### src/rtl/tumux_pkg.sv
// Notes on behaviour
// - tributary pointer is the binary byte offset of container start from the anchor pointer byte, counted in tributary bytes.
// - pointer tracks phase and frame-rate differences between container and VC-4; here it tracks phase only, no justification.
// - a TUG-2 carries one TU-2 or up to three TU-12; VC-11 rides a TU-12.
// - a TUG-3 holds one TU-3 or up to seven TUG-2.
// - a VC-4 payload holds up to three TUG-3, each structured independently.
// - unallocated payload positions carry fixed stuff.
// - one tributary only is supported; more is optional.
// - C2 and H4 handled here; J1, B3, G1 left to path termination; rest unused.
// - transmit pointer derived from phase of low-order versus high-order container.
// - pointer plus container forms TU-3 (VC-3) or TU-12 (VC-1).
// - TU-12 into TUG-2 into TUG-3, TU-3 straight into TUG-3, TUG-3s into C-4.
// - transmitted C2 is 02h, TUG structure.
// - H4 undefined for TU-3 only, else multiframe indicator for TU-12 pointers.
// - assembled VC-4 goes to transport terminal; received VC-4 comes from it.
// - receive side extracts and monitors C2 and H4.
// - receive side demultiplexes TUG-3, TUG-2 and TU down to the tributary.
// - receive side interprets each tributary pointer to find container start.
// - receive side regenerates a gapped container clock from pointer and reference.
// - recovered container and its gapped clock go to low-order path termination.
// - VC-4 is 9 rows by 261 columns, path overhead in the first column.
package tumux_pkg;
  localparam logic [3:0] VC4_LAST_ROW = 4'h8;
  localparam logic [8:0] VC4_LAST_COL = 9'h104;  // 261 columns
  localparam logic [8:0] VC4_PAY_COL  = 9'h003;  // poh + two stuff columns
  localparam logic [3:0] C2_ROW       = 4'h2;
  localparam logic [3:0] H4_ROW       = 4'h5;
  localparam logic [7:0] C2_TUG       = 8'h02;
  localparam logic [7:0] H4_UNDEF     = 8'h00;
  localparam logic [5:0] H4_FILL      = 6'h3f;
  localparam logic [7:0] FIXED_STUFF  = 8'h00;
  localparam logic [7:0] NPI_BYTE1    = 8'h93;
  localparam logic [7:0] NPI_BYTE2    = 8'he0;
  localparam logic [3:0] NDF_NORM     = 4'h6;
  localparam logic [3:0] NDF_NEW      = 4'h9;
  localparam logic [1:0] SS_BITS      = 2'h2;
  localparam logic [9:0] TU3_SLOTS    = 10'h2fd; // 765 payload bytes per frame
  localparam logic [9:0] TU12_SLOTS   = 10'h08c; // 140 per 4-frame multiframe
  localparam logic [1:0] PTR_ACCEPT   = 2'h3;
  typedef enum logic [1:0] {
    PT_LOP  = 2'b00,
    PT_ACQ  = 2'b01,
    PT_LOCK = 2'b11
  } tumux_ptr_st_t;
endpackage

### src/rtl/tumux_slot_map.sv
`timescale 1ns/100ps
// walks the 9x261 VC-4 grid and classifies each byte position
module tumux_slot_map
  import tumux_pkg::*;
(
  input  wire logic       ref_clk,
  input  wire logic       srst,
  input  wire logic       step,
  input  wire logic       restart,
  input  wire logic       tu3_mode,
  output logic      [3:0] row,
  output logic      [3:0] tucol,
  output logic            last,
  output logic            is_poh,
  output logic            is_ptr,
  output logic            is_npi,
  output logic            is_trib
);
  logic [3:0] row_reg;
  logic [8:0] col_reg;
  logic [8:0] col;
  logic [8:0] p;
  logic [8:0] tcol;
  logic [1:0] tug;
  logic [6:0] q;
  logic [2:0] tug2;
  logic       base;
  logic       own12;

  // restart marks the current byte as row 0 column 0
  assign row  = restart ? 4'h0 : row_reg;
  assign col  = restart ? 9'h000 : col_reg;
  assign last = (row == VC4_LAST_ROW) && (col == VC4_LAST_COL);

  // row-major walk over the frame
  always_ff @(posedge ref_clk) begin
    if (srst) begin
      row_reg <= 4'h0;
      col_reg <= 9'h000;
    end else if (step) begin
      if (col == VC4_LAST_COL) begin
        col_reg <= 9'h000;
        row_reg <= (row == VC4_LAST_ROW) ? 4'h0 : 4'(row + 4'h1);
      end else begin
        row_reg <= row;
        col_reg <= 9'(col + 9'h001);
      end
    end
  end

  // three tug-3 interleaved, then seven tug-2, then three tu-12
  always_comb begin
    p     = 9'(col - VC4_PAY_COL);
    tug   = 2'(p % 9'h003);
    tcol  = p / 9'h003;
    q     = 7'(tcol - 9'h002);
    tug2  = 3'(q % 7'h07);
    tucol = 4'(q / 7'h07);
    base  = (col >= VC4_PAY_COL) && (tug == 2'h0);
    own12 = base && (tcol >= 9'h002) && (tug2 == 3'h0) && (tucol % 4'h3 == 4'h0);
    is_poh = (col == 9'h000);
    is_npi = !tu3_mode && base && (tcol == 9'h000) && (row < 4'h2);
    if (tu3_mode) begin
      is_ptr  = base && (tcol == 9'h000) && (row < 4'h3);
      is_trib = base && (tcol != 9'h000);
    end else begin
      is_ptr  = own12 && (row == 4'h0) && (tucol == 4'h0);
      is_trib = own12 && !((row == 4'h0) && (tucol == 4'h0));
    end
  end
endmodule

### src/rtl/tumux_adapt.sv
`timescale 1ns/100ps
// single-tributary vc-4 adaptation: tu-3 or tu-12 in tug-3 number one
module tumux_adapt
  import tumux_pkg::*;
(
  input  wire logic       ref_clk,
  input  wire logic       srst,
  input  wire logic       cfg_tu3,
  input  wire logic       tx_vc4_req,
  output logic      [7:0] tx_vc4_data,
  output logic            tx_vc4_valid,
  output logic            tx_vc4_fs,
  output logic            lo_tx_req,
  input  wire logic [7:0] lo_tx_data,
  input  wire logic       lo_tx_start,
  input  wire logic [7:0] rx_vc4_data,
  input  wire logic       rx_vc4_valid,
  input  wire logic       rx_vc4_fs,
  output logic      [7:0] lo_rx_data,
  output logic            lo_rx_gclk,
  output logic            lo_rx_start,
  output logic      [7:0] rx_c2,
  output logic            rx_c2_mismatch,
  output logic            rx_h4_mismatch,
  output logic      [9:0] rx_ptr,
  output logic            rx_ptr_lock
);
  logic [3:0]    tx_row, rx_row;
  logic          tx_last, tx_poh, tx_ptr, tx_npi, tx_trib;
  logic          rx_poh, rx_ptrpos, rx_trib;
  logic [1:0]    tx_mf_reg;
  logic [9:0]    tx_ofs_reg;
  logic [9:0]    tx_ofs1_reg;
  logic [9:0]    tx_ptr_reg;
  logic          tx_ndf_reg;
  logic [9:0]    tx_snap_reg;
  logic          tx_snap_ndf_reg;
  logic [7:0]    tx_fix_reg;
  logic          tx_take_reg;
  logic          tx_s1_valid_reg;
  logic          tx_s1_fs_reg;
  logic [7:0]    tx_vc4_data_reg;
  logic          tx_vc4_valid_reg;
  logic          tx_vc4_fs_reg;
  logic          lo_tx_req_reg;
  logic [7:0]    tx_fix_next;
  logic [9:0]    slots;
  logic          tx_anchor, tx_b1, tx_b2;
  logic [1:0]    rx_mf_reg;
  logic [1:0]    rx_h4_last_reg;
  logic [9:0]    rx_ofs_reg;
  logic [7:0]    rx_b1_reg;
  logic [9:0]    rx_cand_reg;
  logic [1:0]    rx_cnt_reg;
  tumux_ptr_st_t rx_st_reg;
  logic [9:0]    rx_ptr_reg;
  logic [7:0]    lo_rx_data_reg;
  logic          lo_rx_gclk_reg;
  logic          lo_rx_start_reg;
  logic [7:0]    rx_c2_reg;
  logic          rx_c2_mismatch_reg;
  logic          rx_h4_mismatch_reg;
  logic          rx_anchor, rx_b1, rx_b2;
  logic [9:0]    rx_cand_w;
  logic          rx_inrange;

  tumux_slot_map u_tx_map (
    .ref_clk  (ref_clk),
    .srst     (srst),
    .step     (tx_vc4_req),
    .restart  (1'b0),
    .tu3_mode (cfg_tu3),
    .row      (tx_row),
    .tucol    (),
    .last     (tx_last),
    .is_poh   (tx_poh),
    .is_ptr   (tx_ptr),
    .is_npi   (tx_npi),
    .is_trib  (tx_trib)
  );

  tumux_slot_map u_rx_map (
    .ref_clk  (ref_clk),
    .srst     (srst),
    .step     (rx_vc4_valid),
    .restart  (rx_vc4_fs),
    .tu3_mode (cfg_tu3),
    .row      (rx_row),
    .tucol    (),
    .last     (),
    .is_poh   (rx_poh),
    .is_ptr   (rx_ptrpos),
    .is_npi   (),
    .is_trib  (rx_trib)
  );

  // pointer byte roles; the anchor byte restarts the offset count
  assign slots     = cfg_tu3 ? TU3_SLOTS : TU12_SLOTS;
  assign tx_b1     = tx_ptr && (cfg_tu3 ? (tx_row == 4'h0) : (tx_mf_reg == 2'h0));
  assign tx_b2     = tx_ptr && (cfg_tu3 ? (tx_row == 4'h1) : (tx_mf_reg == 2'h1));
  assign tx_anchor = tx_ptr && (cfg_tu3 ? (tx_row == 4'h2) : (tx_mf_reg == 2'h1));
  assign rx_b1     = rx_ptrpos && (cfg_tu3 ? (rx_row == 4'h0) : (rx_mf_reg == 2'h0));
  assign rx_b2     = rx_ptrpos && (cfg_tu3 ? (rx_row == 4'h1) : (rx_mf_reg == 2'h1));
  assign rx_anchor = rx_ptrpos && (cfg_tu3 ? (rx_row == 4'h2) : (rx_mf_reg == 2'h1));
  assign rx_cand_w  = {rx_b1_reg[1:0], rx_vc4_data};
  assign rx_inrange = rx_cand_w < slots;

  // byte for every non-tributary position of the outgoing frame
  always_comb begin
    tx_fix_next = FIXED_STUFF;
    if (tx_poh) begin
      if (tx_row == C2_ROW) begin
        tx_fix_next = C2_TUG;
      end else if (tx_row == H4_ROW) begin
        tx_fix_next = cfg_tu3 ? H4_UNDEF : {H4_FILL, 2'(tx_mf_reg + 2'h1)};
      end
    end else if (tx_b1) begin
      tx_fix_next = {tx_ndf_reg ? NDF_NEW : NDF_NORM, SS_BITS, tx_ptr_reg[9:8]};
    end else if (tx_b2) begin
      tx_fix_next = tx_snap_reg[7:0];
    end else if (tx_npi) begin
      tx_fix_next = (tx_row == 4'h0) ? NPI_BYTE1 : NPI_BYTE2;
    end
  end

  // stage one: classify the slot, ask the tributary for a byte
  always_ff @(posedge ref_clk) begin
    if (srst) begin
      tx_fix_reg      <= FIXED_STUFF;
      tx_take_reg     <= 1'b0;
      tx_s1_valid_reg <= 1'b0;
      tx_s1_fs_reg    <= 1'b0;
      lo_tx_req_reg   <= 1'b0;
    end else begin
      tx_fix_reg      <= tx_fix_next;
      tx_take_reg     <= tx_vc4_req && tx_trib;
      tx_s1_valid_reg <= tx_vc4_req;
      tx_s1_fs_reg    <= tx_vc4_req && tx_poh && (tx_row == 4'h0);
      lo_tx_req_reg   <= tx_vc4_req && tx_trib;
    end
  end

  // stage two: merge tributary byte into the vc-4 stream
  always_ff @(posedge ref_clk) begin
    if (srst) begin
      tx_vc4_data_reg  <= 8'h00;
      tx_vc4_valid_reg <= 1'b0;
      tx_vc4_fs_reg    <= 1'b0;
    end else begin
      tx_vc4_data_reg  <= tx_take_reg ? lo_tx_data : tx_fix_reg;
      tx_vc4_valid_reg <= tx_s1_valid_reg;
      tx_vc4_fs_reg    <= tx_s1_fs_reg;
    end
  end

  // multiframe phase advances once per outgoing frame
  always_ff @(posedge ref_clk) begin
    if (srst) begin
      tx_mf_reg <= 2'h0;
    end else if (tx_vc4_req && tx_last) begin
      tx_mf_reg <= 2'(tx_mf_reg + 2'h1);
    end
  end

  // payload offset since the anchor pointer byte
  // the source is paced by our requests, so no justification is ever needed
  always_ff @(posedge ref_clk) begin
    if (srst) begin
      tx_ofs_reg  <= 10'h000;
      tx_ofs1_reg <= 10'h000;
    end else if (tx_vc4_req) begin
      if (tx_anchor) begin
        tx_ofs_reg <= 10'h000;
      end else if (tx_trib) begin
        tx_ofs1_reg <= tx_ofs_reg;
        tx_ofs_reg  <= (tx_ofs_reg == 10'(slots - 10'h001)) ? 10'h000 : 10'(tx_ofs_reg + 10'h001);
      end
    end
  end

  // pointer follows the offset at which the container starts
  always_ff @(posedge ref_clk) begin
    if (srst) begin
      tx_ptr_reg <= 10'h000;
      tx_ndf_reg <= 1'b0;
    end else if (tx_take_reg && lo_tx_start && (tx_ofs1_reg != tx_ptr_reg)) begin
      tx_ptr_reg <= tx_ofs1_reg;
      tx_ndf_reg <= 1'b1;
    end else if (tx_vc4_req && tx_b2 && tx_snap_ndf_reg) begin
      tx_ndf_reg <= 1'b0; // new data flag sent once, set wins above
    end
  end

  // low byte sent later must match the high bits already sent
  always_ff @(posedge ref_clk) begin
    if (srst) begin
      tx_snap_reg     <= 10'h000;
      tx_snap_ndf_reg <= 1'b0;
    end else if (tx_vc4_req && tx_b1) begin
      tx_snap_reg     <= tx_ptr_reg;
      tx_snap_ndf_reg <= tx_ndf_reg;
    end
  end

  // overhead monitoring of the received vc-4
  always_ff @(posedge ref_clk) begin
    if (srst) begin
      rx_c2_reg          <= 8'h00;
      rx_c2_mismatch_reg <= 1'b0;
      rx_h4_mismatch_reg <= 1'b0;
      rx_h4_last_reg     <= 2'h0;
      rx_mf_reg          <= 2'h0;
    end else if (rx_vc4_valid) begin
      if (rx_vc4_fs) begin
        rx_mf_reg <= rx_h4_last_reg; // h4 announces the next frame
      end
      if (rx_poh && (rx_row == C2_ROW)) begin
        rx_c2_reg          <= rx_vc4_data;
        rx_c2_mismatch_reg <= rx_vc4_data != C2_TUG;
      end
      if (rx_poh && (rx_row == H4_ROW)) begin
        rx_h4_last_reg     <= rx_vc4_data[1:0];
        rx_h4_mismatch_reg <= !cfg_tu3 && (rx_vc4_data[1:0] != 2'(rx_h4_last_reg + 2'h1));
      end
    end
  end

  // pointer interpretation: new data flag is taken at once,
  // a plain change needs PTR_ACCEPT equal values in a row
  always_ff @(posedge ref_clk) begin
    if (srst) begin
      rx_b1_reg   <= 8'h00;
      rx_cand_reg <= 10'h000;
      rx_cnt_reg  <= 2'h0;
      rx_st_reg   <= PT_LOP;
      rx_ptr_reg  <= 10'h000;
    end else if (rx_vc4_valid && rx_b1) begin
      rx_b1_reg <= rx_vc4_data;
    end else if (rx_vc4_valid && rx_b2 && rx_inrange) begin
      if (rx_b1_reg[7:4] == NDF_NEW) begin
        rx_ptr_reg <= rx_cand_w;
        rx_st_reg  <= PT_LOCK;
        rx_cnt_reg <= 2'h0;
      end else if (rx_b1_reg[7:4] == NDF_NORM) begin
        case (rx_st_reg)
          PT_LOCK: begin
            if (rx_cand_w != rx_ptr_reg) begin
              rx_cand_reg <= rx_cand_w;
              rx_cnt_reg  <= 2'h1;
              rx_st_reg   <= PT_ACQ;
            end
          end
          default: begin
            if ((rx_cand_w == rx_cand_reg) && (rx_cnt_reg != 2'h0)) begin
              rx_cnt_reg <= 2'(rx_cnt_reg + 2'h1);
              if (2'(rx_cnt_reg + 2'h1) == PTR_ACCEPT) begin
                rx_ptr_reg <= rx_cand_w;
                rx_st_reg  <= PT_LOCK;
              end
            end else begin
              rx_cand_reg <= rx_cand_w;
              rx_cnt_reg  <= 2'h1;
              rx_st_reg   <= (rx_st_reg == PT_LOP) ? PT_ACQ : rx_st_reg;
            end
          end
        endcase
      end
    end
  end

  // receive payload offset, same anchoring as transmit
  always_ff @(posedge ref_clk) begin
    if (srst) begin
      rx_ofs_reg <= 10'h000;
    end else if (rx_vc4_valid) begin
      if (rx_anchor) begin
        rx_ofs_reg <= 10'h000;
      end else if (rx_trib) begin
        rx_ofs_reg <= (rx_ofs_reg == 10'(slots - 10'h001)) ? 10'h000 : 10'(rx_ofs_reg + 10'h001);
      end
    end
  end

  // demultiplexed bytes with gapped clock, held off until a pointer is seen
  always_ff @(posedge ref_clk) begin
    if (srst) begin
      lo_rx_data_reg  <= 8'h00;
      lo_rx_gclk_reg  <= 1'b0;
      lo_rx_start_reg <= 1'b0;
    end else begin
      lo_rx_gclk_reg  <= rx_vc4_valid && rx_trib && (rx_st_reg != PT_LOP);
      lo_rx_start_reg <= rx_vc4_valid && rx_trib && (rx_st_reg != PT_LOP)
                         && (rx_ofs_reg == rx_ptr_reg);
      if (rx_vc4_valid && rx_trib) begin
        lo_rx_data_reg <= rx_vc4_data;
      end
    end
  end

  assign tx_vc4_data    = tx_vc4_data_reg;
  assign tx_vc4_valid   = tx_vc4_valid_reg;
  assign tx_vc4_fs      = tx_vc4_fs_reg;
  assign lo_tx_req      = lo_tx_req_reg;
  assign lo_rx_data     = lo_rx_data_reg;
  assign lo_rx_gclk     = lo_rx_gclk_reg;
  assign lo_rx_start    = lo_rx_start_reg;
  assign rx_c2          = rx_c2_reg;
  assign rx_c2_mismatch = rx_c2_mismatch_reg;
  assign rx_h4_mismatch = rx_h4_mismatch_reg;
  assign rx_ptr         = rx_ptr_reg;
  assign rx_ptr_lock    = rx_st_reg[1]; // only the lock code has its upper bit set
endmodule

### config.mk
export PLATFORM = sky130hd
export DESIGN_NAME = tumux_adapt
export DESIGN_NICKNAME = d
export VERILOG_FILES = /design/src/rtl/tumux_pkg.sv /design/src/rtl/tumux_slot_map.sv /design/src/rtl/tumux_adapt.sv
export SDC_FILE = /design/constraint.sdc
export NUM_CORES = 1
export LEC_CHECK = 0
export BUFFER_PORTS_ARGS = -buffer_cell sky130_fd_sc_hd__clkbuf_2
export CAP_MARGIN = 20
export CORE_MARGIN = 8
export CORE_UTILIZATION = 30
export DETAILED_ROUTE_END_ITERATION = 6
export HOLD_SLACK_MARGIN = 0.06
export PLACE_DENSITY = 0.5
export SETUP_SLACK_MARGIN = 0.3
export SYNTH_ARGS = -nofsm -noshare
export SYNTH_HDL_FRONTEND = slang
export SYNTH_SLANG_ARGS = --single-unit
### constraint.sdc
create_clock -name ref_clk -period 40.9 [get_ports ref_clk]
set_input_delay 12.27 -clock ref_clk [delete_from_list [all_inputs] [get_ports ref_clk]]
set_output_delay 12.27 -clock ref_clk [all_outputs]
set_load 0.01 [all_outputs]
==> impl_metrics.toml, run 1 <==
[run_status]
status = "finished, final reports clean"

[logic_synthesis]
syn_area_mm2 = 0.01300
synth_area_per_cell_um2 = 7.722
synth_ff_type = "dfxtp_1"
synth_cell_types = 111
async_flop_share = 0
yosys_warnings = 0
syn_nets = 1756
synth_seq_cells = 153
yosysSeqAreaShare = 0.2357
synth_edf_count = 0
syn-instance-count = 1683

[sta]
finalCritPeriodShare = 0.5712
worst_slew_pin_slew_ns = 1.022
period_needed_ns = 23.36
setup_tns_ns = 0
skew_ns = 0.008297
slew_headroom = 0.3138
max_freq_mhz = 42.81
grt_setup_unrepaired = "no"
slew_violations = 0
hold_viol = 0
setup_viol = 0

[floorplan]
initial_core_util = 0.3030
die_h_um = 224.1
num_io_pins = 65
dieArea_mm2 = 0.05024
die-width_um = 224.1
rows = 76
coreArea_mm2 = 0.04289

[grt]
overflow = 0
antenna_found_initial = 1
grt_pass1_wl_mm = 61.08
grt_use_total = 0.1432
grt_max_degree = 77
grt_pass1_vias = 11490

[cts]
hold_buffers = 0
cts_tree = "yes"
clk_pin_slew_ns = 0.06
numCtsBuffers = 17
clkLatencyLatePin_ns = 0.43
clock-root-buffer = "clkbuf_16"
cts_buffer_depth = 2
htreeDepth = 4
postCtsSetupRepairBufs = 0
cts.sinks = 153
post_cts_resized = 0

[placed_design]
post_dp_cell_area_mm2 = 0.01368
dp_cells = 2237
hpwl_mm = 27.53
port_buffers = 64
place_congestion = 0.8569

[final_layout]
final_cell_count_no_fill = 2271
drive_above_1_share = 0.09911
layout.nets = 1746
synthToLayoutAreaGrowth_pct = 10.18
finalInstanceArea_mm2 = 0.01432

[drt]
vias = 12560
via_per_inst = 5.528
drt_iter0_markers = 1061
drtAntennaViolNets = 0
dr.pass1.iters = 7
drt_wl_total_mm = 37.21
route.detailed.drc = 0
wire_per_inst_um = 16.38

[power_and_ir_drop]
p_per_area_mw_per_mm2 = 41.75
leakage_nw = 5.855
irDropWorstVdd_mv = 0.03645

[critical_path]
worstPathArrival_ns = 23.64
critPathCaptureType = "register"
crit_path_max_fanout = 28
crit_required_ns = 41.18
cp_slowest_cell = "a21oi_1"
cpPeakStageDelay_ns = 0.76
path_class = "in -> reg"
cp-start-kind = "primary input"
cpMostUsedCell = "ha_1"

[worst_hold_path]
hold_path_class = "reg -> reg"

[run]
cap_viol_max_count = 0
layer usage:
layer / up-vias / track usage / share of wire
met5: - / 0 / 0
met4: 0 / 0.03335 / 0.015
met3: 36 / 0.01909 / 0.037
met2: 280 / 0.2332 / 0.46
met1: 6001 / 0.1984 / 0.49
li1: 6238 / - / -
power by group:
group | internal [mW] | leakage [nW] | switching, mW
combinational | 0.105 | 4.33 | 0.177
clock | 0.0984 | 0.293 | 0.0654
sequential | 0.150 | 1.23 | 0.00180
Yosys cell counts, drive strengths merged (7+ instances only):
library cell	number	area [um^2]
nand4	25	162.6
nor2	217	832.0
and2	10	62.56
a22oi	13	116.4
o311ai	7	61.31
buf	36	183.9
o221ai	8	70.07
a21oi	76	391.6
nor4	38	256.5
ha	50	625.6
o22ai	7	43.79
a211o	15	131.4
xor2	46	410.4
o2111ai	10	87.58
clkbuf	68	255.2
o211ai	14	105.1
a2111oi	10	131.4
a221oi	8	76.32
o31a	11	96.34
nor3	59	325.3
nand2	121	454.2
or4	7	60.06
a211oi	26	210.2
and3	27	168.9
a32oi	7	61.31
inv	58	217.7
o21a	13	97.59
xnor2	49	436.7
a31oi	19	118.9
or2	11	71.33
nor2b	19	118.9
or3	28	175.2
dfxtp	153	3063
a21o	23	175.2
a21boi	7	52.55
o31ai	17	142.6
a311oi	7	80.07
nor3b	14	110.1
nand3	62	315.3
o21ai	77	385.4
mux2i	92	920.9
nand2b	15	93.84
metrics by stage:
step	worst slack, ns	utilization	power [mW]	hold WS, ns
floorplan	19.10	-	0.3858	0.4138
global placement	17.62	0.3190	0.4320	0.4424
detailed placement	17.30	0.3190	0.4342	0.4410
CTS	17.73	0.3332	0.5998	0.4566
global route	16.33	0.3339	0.6427	0.4715
finish	17.54	0.3339	0.5978	0.4595
layout make-up:
cell class | count | area (um^2)
Antenna cell | 1 | 2.502
Clock buffer | 19 | 442.9
Multi-Input combinational cell | 1367 | 9273
Fill cell | 4582 | 28570
Sequential cell | 153 | 3063
Timing Repair Buffer | 75 | 416.7
Clock inverter | 12 | 167.7
Inverter | 59 | 221.5
Tap cell | 585 | 732.0
path summary, 6_finish.rpt:
check / startpoint / cells after the start / endpoint / slack [ns]
worst max-delay path: rx_vc4_fs / 41 / rx_cand_reg[1]$_SDFFE_PP0P_ / 17.54
worst min-delay path: tx_snap_ndf_reg$_SDFFE_PP0P_ / 2 / tx_snap_ndf_reg$_SDFFE_PP0P_ / 0.46
worst max register to register: u_tx_map.col_reg[0]$_SDFFE_PP0P_ / 36 / tx_ofs1_reg[5]$_SDFFE_PP0P_ / 28.83
worst min register to register: tx_snap_ndf_reg$_SDFFE_PP0P_ / 2 / tx_snap_ndf_reg$_SDFFE_PP0P_ / 0.46
cells by family (layout without fill, tap and decap cells):
family,after synthesis,in the layout,synth area share
other,0,1,0
AOI/OAI and AO/OA,436,436,0.2514
buffers and inverters,163,165,0.05083
muxes,97,97,0.07519
adders and majority gates,51,51,0.04891
and+or+nand+nor,687,687,0.2711
DFF,153,153,0.2357
xor gates and xnor gates,96,96,0.06691
worst max-delay path, delay by kind of cell:
| kind | cells | cell delay, ns |
|---|---|---|
| buffers and inverters | 3 | 0.70 |
| AOI/OAI and AO/OA | 18 | 4.80 |
| muxes | 2 | 0.59 |
| adders and majority gates | 5 | 2.10 |
| xor gates and xnor gates | 1 | 0.35 |
| and+or+nand+nor | 12 | 2.80 |
placed cells by master (no fill, tap or decap), types with 11 or more instances in the layout:
cell type	n
dfxtp_1	153
nand2b_1	15
o21ai_0	69
inv_1	57
o21a_1	13
nor2b_1	19
nand4_1	24
o31a_1	11
nand2_1	121
mux2i_1	92
a211o_1	15
o211ai_1	14
nor2_1	212
clkbuf_16	17
a21oi_1	73
or3_1	28
a211oi_1	23
ha_1	50
nor4_1	35
xnor2_1	48
a21o_1	21
xor2_1	45
nor3b_1	13
clkbuf_2	63
a22oi_1	11
o31ai_1	14
nand3_1	61
nor3_1	53
a31oi_1	19
and3_1	27
Note: power is estimated with default switching activity, not from simulation.
==> inputs of run 2 (changes only) <==
Settings changed: PLACE_DENSITY 0.5 to 0.51.
Clock period 40.9 ns to 19.45 ns, I/O delays scaled along.
==> run 2 against run 1 <==
  * Register-to-register slack got worse by 22 ns
  * Die area unchanged
  * Sequential cell count unchanged
  * Clock skew increased by 0.0040 ns
  * Worst setup slack got worse by 15 ns
  * Routed wire length decreased by 0.76%
  * Cell count about the same
  * Non-clock buffer count increased by 1
  * Total power increased by 110%
  * Combinational power increased by 110%
  * Sequential power increased by 110%
==> impl_metrics.toml, run 2 (synthesized netlist as in run 1, its figures left out) <==
[final_layout]
mostFrequentLayoutCells = "nor2_1, dfxtp_1, nand2_1"
n_fill_cell = 4534
drive_above_1_share = 0.1008
synthToLayoutAreaGrowth_pct = 9.781
mostFrequentLayoutCell = "nor2_1"
layout.nets = 1747
diodes = 0

[critical_path]
worstPathArrival_ns = 17.25
cpPeakStageDelay_ns = 0.79
crit_path_max_fanout = 28
path_class = "in -> reg"
crit_required_ns = 19.74
cp_slowest_cell = "a21oi_1"
critPathCaptureType = "register"
cp-start-kind = "primary input"
cpMostUsedCell = "ha_1"

[sta]
hold_ws_ns = 0.4554
grt_setup_unrepaired = "no"
slew_violations = 0
slew_headroom = 0.3512
skew_ns = 0.01229
hold_viol = 0
period_needed_ns = 16.96
max_freq_mhz = 58.95
worst_slew_pin_slew_ns = 0.9733
setup_tns_ns = 0
finalCritPeriodShare = 0.8721
setup_viol = 0

[cts]
cts.sinks = 153
cts_buffer_depth = 2
postCtsSetupRepairBufs = 0
htreeDepth = 4
numCtsBuffers = 17
clk_pin_slew_ns = 0.07
post_cts_resized = 0
clock-root-buffer = "clkbuf_16"
clkLatencyLatePin_ns = 0.43
hold_buffers = 0
cts_tree = "yes"

[grt]
grt_pass1_wl_mm = 60.00
grt_use_total = 0.1410
antenna_found_initial = 0
overflow = 0
grt_pass1_vias = 11500
grt_max_degree = 73

[run_status]
status = "finished, final reports clean"

[floorplan]
num_io_pins = 65
rows = 76
initial_core_util = 0.3030
die_h_um = 224.1
dieArea_mm2 = 0.05024
coreArea_mm2 = 0.04289
die-width_um = 224.1

[drt]
drt_iter0_markers = 1046
dr.pass1.iters = 5
drt_wl_total_mm = 36.92
route.detailed.drc = 0
wire_per_inst_um = 16.25
vias = 12490
drtAntennaViolNets = 0
via_per_inst = 5.497

[power_and_ir_drop]
p_per_area_mw_per_mm2 = 86.44
leakage_nw = 5.829
irDropWorstVdd_mv = 0.09194

[placed_design]
port_buffers = 64
place_congestion = 0.8775
hpwl_mm = 27.46

[run]
cap_viol_max_count = 0

[worst_hold_path]
hold_path_class = "reg -> reg"
## run 2: worst paths after layout
check,endpoint,startpoint,slack [ns],cells after the start
worst min-delay path,tx_vc4_fs$_SDFF_PP0_,tx_s1_fs_reg$_SDFF_PP0_,0.46,1
worst max register to register,tx_ofs1_reg[4]$_SDFFE_PP0P_,u_tx_map.col_reg[0]$_SDFFE_PP0P_,7.23,37
worst min register to register,tx_vc4_fs$_SDFF_PP0_,tx_s1_fs_reg$_SDFF_PP0_,0.46,1
worst max-delay path,rx_ptr[8]$_SDFFE_PP0P_,rx_vc4_fs,2.49,42
## run 2: per-stage QoR
step | std cells | util | power [mW] | instance area [um^2] | setup slack [ns]
CTS | 2271 | 0.3325 | 1.235 | 14260 | 2.582
finish | 2272 | 0.3327 | 1.233 | 14270 | 2.488
global route | 2272 | 0.3327 | 1.324 | 14270 | 1.430
global placement | 2239 | 0.3193 | 0.9063 | 13690 | 2.643
detailed placement | 2239 | 0.3193 | 0.9088 | 13690 | 2.144
floorplan | 1683 | - | 0.8114 | 13000 | 4.082
## run 2: area by class of cell
cell class,count,area (um^2),area share
Clock buffer,18,429.2,0.03008
Clock inverter,14,136.4,0.009559
Inverter,59,221.5,0.01552
Multi-Input combinational cell,1367,9273,0.6499
Sequential cell,153,3063,0.2147
Tap cell,585,732.0,0.05130
Timing Repair Buffer,76,412.9,0.02894
## run 2: layer usage
| metal | global-route usage | share of wire | vias up |
|---|---|---|---|
| met3 | 0.02158 | 0.035 | 41 |
| met2 | 0.2275 | 0.46 | 260 |
| met4 | 0.03144 | 0.012 | 0 |
| li1 | - | - | 6242 |
| met5 | 0 | 0 | - |
| met1 | 0.1956 | 0.50 | 5946 |
## run 2: critical path: cells and delay by family
family / cells / cell delay, ns
fa+ha+maj: 5 / 2.04
simple gates: 15 / 3.56
mux: 2 / 0.60
buf+inv: 3 / 0.70
compound gates: 17 / 4.47
## run 2: power by group
part           total, mW  internal (mW)  switching (mW)  leakage (nW)
sequential         0.319          0.315         0.00374          1.23
clock              0.323          0.180           0.143         0.280
combinational      0.591          0.222           0.370          4.32
total               1.23          0.717           0.517          5.83
